## src/urxb_map.svh

```systemverilog
// register offsets, reset values and command codes of the receive control block
`ifndef URXB_MAP_SVH
`define URXB_MAP_SVH
`define URXB_OFF_MODE     8'h00
`define URXB_OFF_STATUS   8'h04
`define URXB_OFF_CMD      8'h08
`define URXB_OFF_RXPORT   8'h0C
`define URXB_OFF_ISR      8'h10
`define URXB_OFF_IMR      8'h14
`define URXB_OFF_PRE_HI   8'h18
`define URXB_OFF_PRE_LO   8'h1C
`define URXB_OFF_CTCMD    8'h20
`define URXB_OFF_CTVAL    8'h24
`define URXB_MODE_RTS     7
`define URXB_MODE_PAR_HI  4
`define URXB_MODE_PAR_LO  3
`define URXB_MODE_ADTAG   2
`define URXB_PAR_MULTIDROP 2'h3
`define URXB_CMD_RX_EN    0
`define URXB_CMD_RX_DIS   1
`define URXB_CMD_RX_RESET 4'h2
`define URXB_CMD_ERR_RST  4'h4
`define URXB_CMD_TMO_ON   4'hA
`define URXB_CMD_TMO_OFF  4'hC
`define URXB_CTCMD_START  0
`define URXB_CTCMD_STOP   1
`define URXB_ISR_CTRDY    3
`define URXB_FIFO_FULL    2'h3
`define URXB_PTR_LAST     2'h2
`define URXB_RST_MODE     8'h00
`define URXB_RST_MASK     8'h00
`define URXB_RST_PRESET   8'h00
`define URXB_RESP_OKAY    2'h0
`define URXB_RESP_SLVERR  2'h2
`endif

```

## src/urxb_pkg.sv

```systemverilog
// types of the receive control block
package urxb_pkg;
  typedef enum logic [1:0] {CT_IDLE, CT_RELOAD, CT_ARM, CT_RUN} urxb_ct_e;

  // one received character with its per-character status
  typedef struct packed {
    logic       brk;
    logic       frame;
    logic       tag;
    logic [7:0] data;
  } urxb_char_s;

  typedef struct packed {
    logic                 awready;
    logic                 wready;
    logic                 bvalid;
    logic [1:0]           bresp;
    logic                 arready;
    logic                 rvalid;
    logic [1:0]           rresp;
    logic [31:0]          rdata;
    logic                 aw_got;
    logic                 w_got;
    logic [7:0]           awaddr;
    logic [7:0]           wdata;
    logic                 wstrb0;
    logic [7:0]           mode;
    logic                 rx_en;
    logic                 armed;
    logic                 tmo;
    logic [7:0]           mask;
    logic [7:0]           pre_hi;
    logic [7:0]           pre_lo;
    logic [15:0]          ct_val;
    urxb_ct_e             ct_ph;
    logic                 ct_ready;
    logic                 irq;
    urxb_char_s [2:0]     mem;
    logic [1:0]           rd;
    logic [1:0]           wr;
    logic [1:0]           cnt;
    logic                 park;
    urxb_char_s           park_ent;
    logic                 ovr;
    logic                 rts_n;
    logic                 ad_tag_tx;
  } urxb_state_s;
endpackage

```

## src/urxb_top.sv

```systemverilog
// receive fifo control, overrun, rts flow control, timeout counter and multidrop
//
// The AXI4-Lite register port and the register addresses are this design's own decisions.
`include "urxb_map.svh"
module urxb_top
  import urxb_pkg::*;
(
  input  wire logic        SYS_CLK,
  input  wire logic        RESET,
  input  wire logic        CLK_EN,
  input  wire logic [7:0]  S_AXI_AWADDR,
  input  wire logic        S_AXI_AWVALID,
  output logic             S_AXI_AWREADY,
  input  wire logic [31:0] S_AXI_WDATA,
  input  wire logic [3:0]  S_AXI_WSTRB,
  input  wire logic        S_AXI_WVALID,
  output logic             S_AXI_WREADY,
  output logic [1:0]       S_AXI_BRESP,
  output logic             S_AXI_BVALID,
  input  wire logic        S_AXI_BREADY,
  input  wire logic [7:0]  S_AXI_ARADDR,
  input  wire logic        S_AXI_ARVALID,
  output logic             S_AXI_ARREADY,
  output logic [31:0]      S_AXI_RDATA,
  output logic [1:0]       S_AXI_RRESP,
  output logic             S_AXI_RVALID,
  input  wire logic        S_AXI_RREADY,
  input  wire logic        RX_START,
  input  wire logic        RX_DONE,
  input  wire urxb_char_s  RX_CHAR,
  input  wire logic        CT_TICK,
  output logic             REQUEST_TO_SEND_OUT_N,
  output logic             COUNTER_IRQ,
  output logic             AD_TAG_TX
);

  urxb_state_s s;
  urxb_state_s next_s;

  function automatic logic [1:0] inc3(input logic [1:0] p);
    inc3 = (p == `URXB_PTR_LAST) ? 2'h0 : p + 2'h1;
  endfunction

  function automatic logic mapped(input logic [7:0] a);
    mapped = (a <= `URXB_OFF_CTVAL) && (a[1:0] == 2'h0);
  endfunction

  logic       do_wr;
  logic       wr_ok;
  logic       cmd_wr;
  logic [3:0] cmd_code;
  logic       ar_fire;
  logic       pop;
  logic       st_rd;
  logic       multidrop;
  logic       full;

  assign do_wr     = s.aw_got & s.w_got & ~s.bvalid;
  assign wr_ok     = do_wr & s.wstrb0;
  assign cmd_wr    = wr_ok & (s.awaddr == `URXB_OFF_CMD);
  assign cmd_code  = s.wdata[7:4];
  assign ar_fire   = S_AXI_ARVALID & s.arready;
  assign pop       = ar_fire & (S_AXI_ARADDR == `URXB_OFF_RXPORT);
  assign st_rd     = ar_fire & (S_AXI_ARADDR == `URXB_OFF_STATUS);
  assign multidrop = (s.mode[`URXB_MODE_PAR_HI:`URXB_MODE_PAR_LO] == `URXB_PAR_MULTIDROP);
  assign full      = (s.cnt == `URXB_FIFO_FULL);

  always_comb begin
    logic       new_char;
    logic       from_park;
    logic       expire;
    logic       ovr_set;
    urxb_char_s top;
    new_char  = 1'b0;
    from_park = 1'b0;
    expire    = 1'b0;
    ovr_set   = 1'b0;
    top       = s.mem[s.rd];
    next_s    = s;

    // write channel: address and data taken in either order
    if (S_AXI_AWVALID && s.awready) begin
      next_s.aw_got  = 1'b1;
      next_s.awready = 1'b0;
      next_s.awaddr  = S_AXI_AWADDR;
    end
    if (S_AXI_WVALID && s.wready) begin
      next_s.w_got  = 1'b1;
      next_s.wready = 1'b0;
      next_s.wdata  = S_AXI_WDATA[7:0];
      next_s.wstrb0 = S_AXI_WSTRB[0];
    end
    if (do_wr) begin
      next_s.bvalid = 1'b1;
      next_s.bresp  = mapped(s.awaddr) ? `URXB_RESP_OKAY : `URXB_RESP_SLVERR;
    end
    if (s.bvalid && S_AXI_BREADY) begin
      next_s.bvalid  = 1'b0;
      next_s.aw_got  = 1'b0;
      next_s.w_got   = 1'b0;
      next_s.awready = 1'b1;
      next_s.wready  = 1'b1;
    end

    // read channel; only the receive port has a side effect
    if (ar_fire) begin
      next_s.arready = 1'b0;
      next_s.rvalid  = 1'b1;
      next_s.rresp   = mapped(S_AXI_ARADDR) ? `URXB_RESP_OKAY : `URXB_RESP_SLVERR;
      case (S_AXI_ARADDR)
        `URXB_OFF_MODE:   next_s.rdata = {24'h00_0000, s.mode};
        `URXB_OFF_STATUS: next_s.rdata = {24'h00_0000, top.brk, top.frame, top.tag,
                                          s.ovr, 2'h0, full, s.cnt != 2'h0};
        `URXB_OFF_RXPORT: next_s.rdata = {24'h00_0000, top.data};
        `URXB_OFF_ISR:    next_s.rdata = {28'h000_0000, s.ct_ready, 3'h0};
        `URXB_OFF_IMR:    next_s.rdata = {24'h00_0000, s.mask};
        `URXB_OFF_PRE_HI: next_s.rdata = {24'h00_0000, s.pre_hi};
        `URXB_OFF_PRE_LO: next_s.rdata = {24'h00_0000, s.pre_lo};
        `URXB_OFF_CTVAL:  next_s.rdata = {16'h0000, s.ct_val};
        default:          next_s.rdata = 32'h0000_0000;
      endcase
    end
    if (s.rvalid && S_AXI_RREADY) begin
      next_s.rvalid  = 1'b0;
      next_s.arready = 1'b1;
    end

    // stale data stays; pointer moves even when empty
    if (pop) begin
      next_s.rd = inc3(s.rd);
      if (s.cnt != 2'h0) begin
        next_s.cnt = s.cnt - 2'h1;
      end
    end

    // a start only counts while listening; multidrop listens even disabled
    if (RX_START && (s.rx_en || multidrop)) begin
      next_s.armed = 1'b1;
    end
    if (RX_DONE && s.armed) begin
      new_char = s.rx_en || RX_CHAR.tag || !multidrop;
      new_char = new_char && (s.rx_en || multidrop);
    end

    if (s.park && next_s.cnt != `URXB_FIFO_FULL) begin
      next_s.mem[next_s.wr] = s.park_ent;
      next_s.wr   = inc3(next_s.wr);
      next_s.cnt  = next_s.cnt + 2'h1;
      next_s.park = 1'b0;
      from_park   = 1'b1;
    end
    if (RX_START && s.park && !from_park) begin
      next_s.park = 1'b0;
      next_s.ovr  = 1'b1;
      ovr_set     = 1'b1;
    end
    if (new_char) begin
      if (next_s.cnt != `URXB_FIFO_FULL && !next_s.park) begin
        next_s.mem[next_s.wr] = RX_CHAR;
        next_s.wr  = inc3(next_s.wr);
        next_s.cnt = next_s.cnt + 2'h1;
      end else begin
        next_s.park     = 1'b1;
        next_s.park_ent = RX_CHAR;
      end
    end

    // counter: one tick to stop and reload, the next to restart
    if (CT_TICK) begin
      case (s.ct_ph)
        CT_RELOAD: begin
          next_s.ct_val = {s.pre_hi, s.pre_lo};
          next_s.ct_ph  = CT_ARM;
        end
        CT_ARM:    next_s.ct_ph = CT_RUN;
        CT_RUN: begin
          if (s.ct_val <= 16'h0001) begin
            next_s.ct_val   = 16'h0000;
            next_s.ct_ready = 1'b1;
            next_s.ct_ph    = CT_IDLE;
            expire          = 1'b1;
          end else begin
            next_s.ct_val = s.ct_val - 16'h0001;
          end
        end
        CT_IDLE:   next_s.ct_ph = CT_IDLE;
        default:   next_s.ct_ph = CT_IDLE;
      endcase
    end
    if (s.tmo && (from_park || (new_char && next_s.wr != s.wr))) begin
      next_s.ct_ph = CT_RELOAD;
      if (!expire) begin
        next_s.ct_ready = 1'b0;
      end
    end

    // register writes win over the receive path, except a same-cycle overrun or counter expiry
    if (wr_ok) begin
      case (s.awaddr)
        `URXB_OFF_MODE:   next_s.mode   = s.wdata;
        `URXB_OFF_IMR:    next_s.mask   = s.wdata;
        `URXB_OFF_PRE_HI: next_s.pre_hi = s.wdata;
        `URXB_OFF_PRE_LO: next_s.pre_lo = s.wdata;
        `URXB_OFF_CTCMD: begin
          // shared counter belongs to the receiver in timeout mode
          if (!s.tmo && s.wdata[`URXB_CTCMD_START]) begin
            next_s.ct_val = {s.pre_hi, s.pre_lo};
            next_s.ct_ph  = CT_RUN;
          end else if (!s.tmo && s.wdata[`URXB_CTCMD_STOP]) begin
            next_s.ct_ph = CT_IDLE;
            if (!expire) begin
              next_s.ct_ready = 1'b0;
            end
          end
        end
        default: next_s.mode = next_s.mode;
      endcase
    end
    if (cmd_wr) begin
      if (s.wdata[`URXB_CMD_RX_EN]) begin
        next_s.rx_en = 1'b1;
      end
      if (s.wdata[`URXB_CMD_RX_DIS]) begin
        next_s.rx_en = 1'b0;
        next_s.armed = 1'b0;
      end
      case (cmd_code)
        `URXB_CMD_RX_RESET: begin
          next_s.rx_en = 1'b0;
          next_s.armed = 1'b0;
          next_s.park  = 1'b0;
          next_s.ovr   = ovr_set;
          next_s.rd    = s.wr;
          next_s.wr    = s.wr;
          next_s.cnt   = 2'h0;
          next_s.mem[s.wr].brk   = 1'b0;
          next_s.mem[s.wr].frame = 1'b0;
          next_s.mem[s.wr].tag   = 1'b0;
        end
        // an overrun in the same cycle as the clear survives it
        `URXB_CMD_ERR_RST: next_s.ovr = ovr_set;
        `URXB_CMD_TMO_ON: begin
          next_s.tmo   = 1'b1;
          next_s.ct_ph = CT_IDLE;
          if (!expire) begin
            next_s.ct_ready = 1'b0;
          end
        end
        `URXB_CMD_TMO_OFF: next_s.tmo = 1'b0;
        default:           next_s.tmo = next_s.tmo;
      endcase
    end

    // flow control: negate wins over reassert in one cycle
    if (!next_s.mode[`URXB_MODE_RTS]) begin
      next_s.rts_n = 1'b0;
    end else if (RX_START && full) begin
      next_s.rts_n = 1'b1;
    end else if (next_s.cnt != `URXB_FIFO_FULL) begin
      next_s.rts_n = 1'b0;
    end
    next_s.irq = next_s.ct_ready & next_s.mask[`URXB_ISR_CTRDY];
    next_s.ad_tag_tx = (next_s.mode[`URXB_MODE_PAR_HI:`URXB_MODE_PAR_LO] == `URXB_PAR_MULTIDROP)
                       & next_s.mode[`URXB_MODE_ADTAG];
  end

  always_ff @(posedge SYS_CLK) begin
    if (RESET) begin
      s          <= '0;
      s.awready  <= 1'b1;
      s.wready   <= 1'b1;
      s.arready  <= 1'b1;
      s.mode     <= `URXB_RST_MODE;
      s.mask     <= `URXB_RST_MASK;
      s.pre_hi   <= `URXB_RST_PRESET;
      s.pre_lo   <= `URXB_RST_PRESET;
      s.ct_ph    <= CT_IDLE;
    end else if (CLK_EN) begin
      s <= next_s;
    end
  end

  assign S_AXI_AWREADY         = s.awready;
  assign S_AXI_WREADY          = s.wready;
  assign S_AXI_BVALID          = s.bvalid;
  assign S_AXI_BRESP           = s.bresp;
  assign S_AXI_ARREADY         = s.arready;
  assign S_AXI_RVALID          = s.rvalid;
  assign S_AXI_RRESP           = s.rresp;
  assign S_AXI_RDATA           = s.rdata;
  assign REQUEST_TO_SEND_OUT_N = s.rts_n;
  assign COUNTER_IRQ           = s.irq;
  assign AD_TAG_TX             = s.ad_tag_tx;
endmodule // urxb_top

```

## config.mk

```make
export PLATFORM = sky130hd
export DESIGN_NAME = urxb_top
export DESIGN_NICKNAME = d
export VERILOG_FILES = /design/src/urxb_pkg.sv /design/src/urxb_top.sv
export VERILOG_INCLUDE_DIRS = /design/src /design/src/src
export SDC_FILE = /design/constraint.sdc
export NUM_CORES = 1
export LEC_CHECK = 0
export BUFFER_PORTS_ARGS = -buffer_cell sky130_fd_sc_hd__buf_2
export CAP_MARGIN = 25
export CORE_ASPECT_RATIO = 1.2
export CORE_MARGIN = 3
export CORE_UTILIZATION = 45
export CTS_BUF_LIST = sky130_fd_sc_hd__clkbuf_2 sky130_fd_sc_hd__clkbuf_4 sky130_fd_sc_hd__clkbuf_8
export DETAILED_ROUTE_END_ITERATION = 6
export GPL_TIMING_DRIVEN = 0
export PLACE_DENSITY = 0.71
export SLEW_MARGIN = 10
export SYNTH_ARGS = -nofsm -noshare
export SYNTH_HDL_FRONTEND = slang
export SYNTH_SLANG_ARGS = --single-unit
```

## constraint.sdc

```tcl
create_clock -name SYS_CLK -period 10.22 [get_ports SYS_CLK]
set_input_delay 2.044 -clock SYS_CLK [delete_from_list [all_inputs] [get_ports SYS_CLK]]
set_output_delay 2.044 -clock SYS_CLK [all_outputs]
set_load 0.1 [all_outputs]
```

# Word-level counts from Yosys, hierarchy flattened
# Cells that the tools add are included.
# W data, S select, Z words.
# op_classes
n_addsub	7
n_lt_le_gt_ge	8
eq_ne	31
mux	88
n_bitwise	10
reduce_logical	58
# op_table
operator	n
$bwmux W33	5
$pmux W16 S8	1
$demux W11 S2	5
$mux W33	3
$mux W40	2
$eq A8 B5 Y1 const B	7
$mux W16	3
$mux W11	4
$mux W39	1
$mux W19	2
$mux W36	1
$mux W8	4
$pmux W16 S2	1
$mux W2	14
$mux W3	9
$mux W1	24
$bmux W11 S2	1
$reduce_and A3 Y1	7
$logic_and A1 B1 Y1	20
$reduce_and A2 Y1	10
$eq A2 B2 Y1 const B	8
$eq A8 B4 Y1 const B	2
$eq A8 B6 Y1 const B	2
$le A16 B1 Y1 const B	1
30 further kinds	65
# word_totals
reg_bits	169
inputBits	74
out_inout_bits	44
elab_cells	251

# Depth between registers and ports, before layout
# logic_depth
depth_word	27
mapped_depth	18
depth_no_buf	14

# Worst setup path after synthesis
# No wires, ideal clock.
# synth_timing
path_kind	input-to-reg
start	input S_AXI_ARADDR[3]
end	register s[32] (netlist bit)
setup_time_ps	95
t_arrival_ps	5590
required_ps	10125
slack_ps	4534
path_stages	17
n_path_buf	3
path_cell_list	clkbuf_1 nor4bb_1 and3_1 mux2i_1 inv_1 ha_1 nor2b_1 buf_2 mux2i_1 a21oi_1 ha_1 and3b_1 and3_1 clkbuf_1 maj3_1 nand3_1 a221oi_1
# synth_between
elab_chain_cells	18
elab_cells_between_ends	28
classes_between	add/sub: 1; order compare: 2; eq/ne: 3; mux: 15; bitwise: 1; reduce/logical: 6
# synth_rtl
element	line	rtl
from (decl)	urxb_top.sv:21	input wire logic [7:0] S_AXI_ARADDR,
$eq A8 B4 Y1 (*)	n/a	
$and A1 B1 Y1 (*)	urxb_top.sv:63	assign pop = ar_fire & (S_AXI_ARADDR == `URXB_OFF_RXPORT);
$mux W2 (*)	urxb_top.sv:129	if (pop) begin
$ne A2 B2 Y1 (no line)	n/a	
$logic_and A1 B1 Y1 (no line)	n/a	
$mux W5 or $mux W1 (tied branches)	urxb_top.sv:145	if (s.park && next_s.cnt != `URXB_FIFO_FULL) begin
$lt A2 B3 Y1 (not written as such), or another cell as far along	urxb_top.sv:159	next_s.mem[next_s.wr] = RX_CHAR;
$logic_and A1 B1 Y1, on equally long branches	urxb_top.sv:159, urxb_top.sv:152	
(+2 left out)	n/a	
$bwmux W33 or $logic_and A1 B1 Y1 (tied branches)	urxb_top.sv:159, urxb_top.sv:158	
$mux W33	urxb_top.sv:158	if (next_s.cnt != `URXB_FIFO_FULL && !next_s.park) begin
$mux W33 (*)	urxb_top.sv:157	if (new_char) begin
$bwmux W33	urxb_top.sv:236	next_s.mem[s.wr].brk = 1'b0;
$bwmux W33	urxb_top.sv:237	next_s.mem[s.wr].frame = 1'b0;
$bwmux W33	urxb_top.sv:238	next_s.mem[s.wr].tag = 1'b0;
$mux W40	urxb_top.sv:227	case (cmd_code)
$mux W40 (*)	urxb_top.sv:219	if (cmd_wr) begin
to (signal assigned)	urxb_top.sv:279	s <= next_s;
to (decl)	urxb_top.sv:37	urxb_state_s s;
# Every way passes the cells marked *; elsewhere a longest branch is shown, timed or not. The select of a mux whose other input is x is not followed.
# A chain may end at the register's enable or synchronous reset.

# Worst setup path after layout
# layout_timing
start	input S_AXI_ARADDR[3]
end	register s[35] (netlist bit)
# The elaborated chain is that of the path after synthesis.

==> impl_metrics.csv <==
group,metric,value,unit
outcome,status,"complete, but fails checks",
outcome,violations,"design-rule violations",
clock_tree,numCtsBuffers,17,
floorplanning,die_h,154,µm
logic_synthesis,synth_edf_count,0,
clock_tree,cts-root-buf,"clkbuf_8",
job,max_cap_violations,0,
critical_path,worstSetupEndpointType,"register",
logic_synthesis,synth.top_cells.by_area,"dfxtp_1, mux2i_1, nand2_1",
clock_tree,clock-sinks,151,
clock_tree,clock_latency,0.49,ns
critical_path,cp_cell_sequence,"clkbuf_1 -> nor4bb_1 -> and3_1 -> mux2i_1 -> inv_1 -> ha_1 -> nor2b_1 -> buf_2 -> mux2i_1 -> a21oi_1 -> ha_1 -> and3b_1 -> and3_1 -> clkbuf_1 -> maj3_1 -> nand3_1 -> a221oi_1",
detailed_routing,drtIter0Drc,939,
clock_tree,cts_tree,"yes",
place,dp_hpwl,19400,µm
floorplanning,num_rows,53,
logic_synthesis,synthCells,997,
global_routing,grt_pass1_wl,41500,µm
global_routing,gr-usage-all-layers,0.265,
floorplanning,start_util,0.463,
detailed_routing,wl_per_cell,19.7,µm
logic_synthesis,yosysMostFrequentCell,"dfxtp_1",
critical_path,slowest_delay,0.48,ns
detailed_routing,firstDrtPassIters,7,
clock_tree,cts_htree_levels,4,
logic_synthesis,yosysSeqAreaShare,0.370,
timing,layout_min_cycle_time,6.12,ns
logic_synthesis,synthFlopType,"dfxtp_1",
hold_path,hp-class,"reg2reg",
logic_synthesis,synth_area_per_cell,8.18,µm²
pwr,power.leakage,3.47,nW
floorplanning,die_area,19800,µm²
cells_and_area,insertedDiodeCount,0,
logic_synthesis,synthesis.area,8160,µm²
timing,drv_slew,0,
clock_tree,ctsLongestPathBuffers,2,
timing,whs,0.458,ns
cells_and_area,largest_reg_flops,121,
floorplanning,design.portCount,118,
global_routing,antenna_found_initial,0,
clock_tree,cts.reportedPaths.clkPinSlew,0.09,ns
clock_tree,holdBufCountCts,0,
detailed_routing,via_per_inst,6.14,
logic_synthesis,synth_common_cells,"dfxtp_1, nand2_1, a21oi_1",
timing,fin_crit_sh,0.599,
cells_and_area,final_util,0.526,
critical_path,crit_start,"S_AXI_ARADDR[3]",
cells_and_area,fin_nets,1179,
logic_synthesis,yosysTopAreaCell,"dfxtp_1",
logic_synthesis,async_flop_share,0,
cells_and_area,largest-register,"s",
critical_path,start_kind,"input pin",
clock_tree,cts_setup_buffers,0,
timing,hold_viol,0,
floorplanning,core_area,17600,µm²
cells_and_area,num-fill-cells,1764,
timing,slew_headroom,0.413,
logic_synthesis,ys_ff_latch,151,
detailed_routing,drt_wl_total,26300,µm
pwr,max-vdd-ir-drop,0.0941,mV
critical_path,cp_max_fo,10,
timing,setup_violations,0,
global_routing,grt_max_degree,19,
place,gp_congestion,0.929,
logic_synthesis,synth_cell_types,78,
hold_path,worstHoldStart,"S_AXI_RDATA[15]",
clock_tree,cts_resized,0,
critical_path,r2r_start,"S_AXI_ARREADY",
global_routing,grt_pass1_vias,7755,
place,port_buffers,67,
detailed_routing,via_count,8195,
detailed_routing,ant_nets,0,
critical_path,slowest_stage,"nor4bb_1",
logic_synthesis,yosysWarnings,0,
critical_path,worstPathArrival,6.51,ns
floorplanning,die_w,129,µm
critical_path,critical_path_class,"in2reg",
timing,grt_setup_unrepaired,"false",
timing,fin_setup_tns,0,ns
pwr,power.density,132,nW/µm²
critical_path,crit_required,10.60,ns
cells_and_area,area_growth,13.7,%
timing,fmax,163,MHz
detailed_routing,drc_errors,15,
timing,skew,0.0205,ns
cells_and_area,drive_gt1_frac,0.146,
global_routing,grt_remaining_overflow,0,
logic_synthesis,yosysTopAreaCellShare,0.370,
timing,worst_pin_slew,0.873,ns
==> worst paths after layout <==
check	end	slack, ns	cells after the start
worst min register to register	S_AXI_RDATA[15]	0.46	2
worst max register to register	s[35]	6.00	16
worst min-delay path	S_AXI_RDATA[15]	0.46	2
worst max-delay path	s[35]	4.10	17
==> stage by stage <==
stage	total power [mW]	setup slack, ns	cell area, µm²	std cells
6_report	1.22	4.10	9280	1334
5_1_grt	1.26	3.86	9280	1334
4_1_cts	1.23	4.19	9280	1334
3_5_place_dp	0.737	3.69	8840	1302
3_3_place_gp	0.736	3.79	8830	1301
2_1_floorplan	0.701	4.53	8220	1014
==> routing by layer <==
layer | share of wire | up-vias | track usage
met1 | 0.39 | 3826 | 0.321
li1 | - | 3853 | -
met5 | 0 | - | 0
met4 | 0.058 | 0 | 0.145
met3 | 0.071 | 110 | 0.0518
met2 | 0.48 | 406 | 0.438
==> worst max-delay path: cells and delay by family <==
kind,cells,cell delay [ns]
buffers and inverters,4,1.00
AOI/OAI and AO/OA,2,0.44
muxes,2,0.61
and+or+nand+nor,6,1.63
adders and majority gates,3,0.77
==> kinds of logic (layout without fill, tap and decap cells) <==
family	after synthesis	in the layout	synth area share
AOI/OAI and AO/OA	290	290	0.239
xor gates and xnor gates	13	13	0.0140
adders and majority gates	5	5	0.00736
buffers and inverters	137	237	0.0806
DFF	151	151	0.370
muxes	61	61	0.0774
other	1	18	0.000460
and+or+nand+nor	339	339	0.211
==> area by class of cell <==
type	instances	area, µm²	share of cell area
Multi-Input combinational cell	726	4540	0.490
Sequential cell	151	3020	0.326
Buffer	110	557	0.0600
Timing Repair Buffer	68	339	0.0366
Tap cell	220	275	0.0297
Clock buffer	17	234	0.0252
Clock inverter	15	204	0.0220
Inverter	27	101	0.0109
==> report_power, final <==
group | internal (mW) | switching [mW] | total [mW]
Sequential | 0.594 | 0.00616 | 0.600
Clock | 0.212 | 0.284 | 0.496
Combinational | 0.0278 | 0.0985 | 0.126
Total | 0.833 | 0.389 | 1.22
==> cell usage in the layout (no fill, tap or decap), types with 10 or more instances in the layout <==
cell / count
buf_4: 36
nor2b_1: 10
nand3_1: 25
clkbuf_1: 61
nand4_1: 13
dfxtp_1: 151
a222oi_1: 10
a21oi_1: 93
nand2_1: 136
a22o_1: 17
and3_1: 11
a221oi_1: 15
a211oi_1: 16
inv_1: 27
conb_1: 18
mux2i_1: 53
xnor2_1: 12
o21ai_0: 23
nor2_1: 60
nor3_1: 14
clkbuf_8: 17
a31oi_1: 10
o22ai_1: 32
buf_2: 73
No activity file was read; power rests on OpenSTA's default activity.
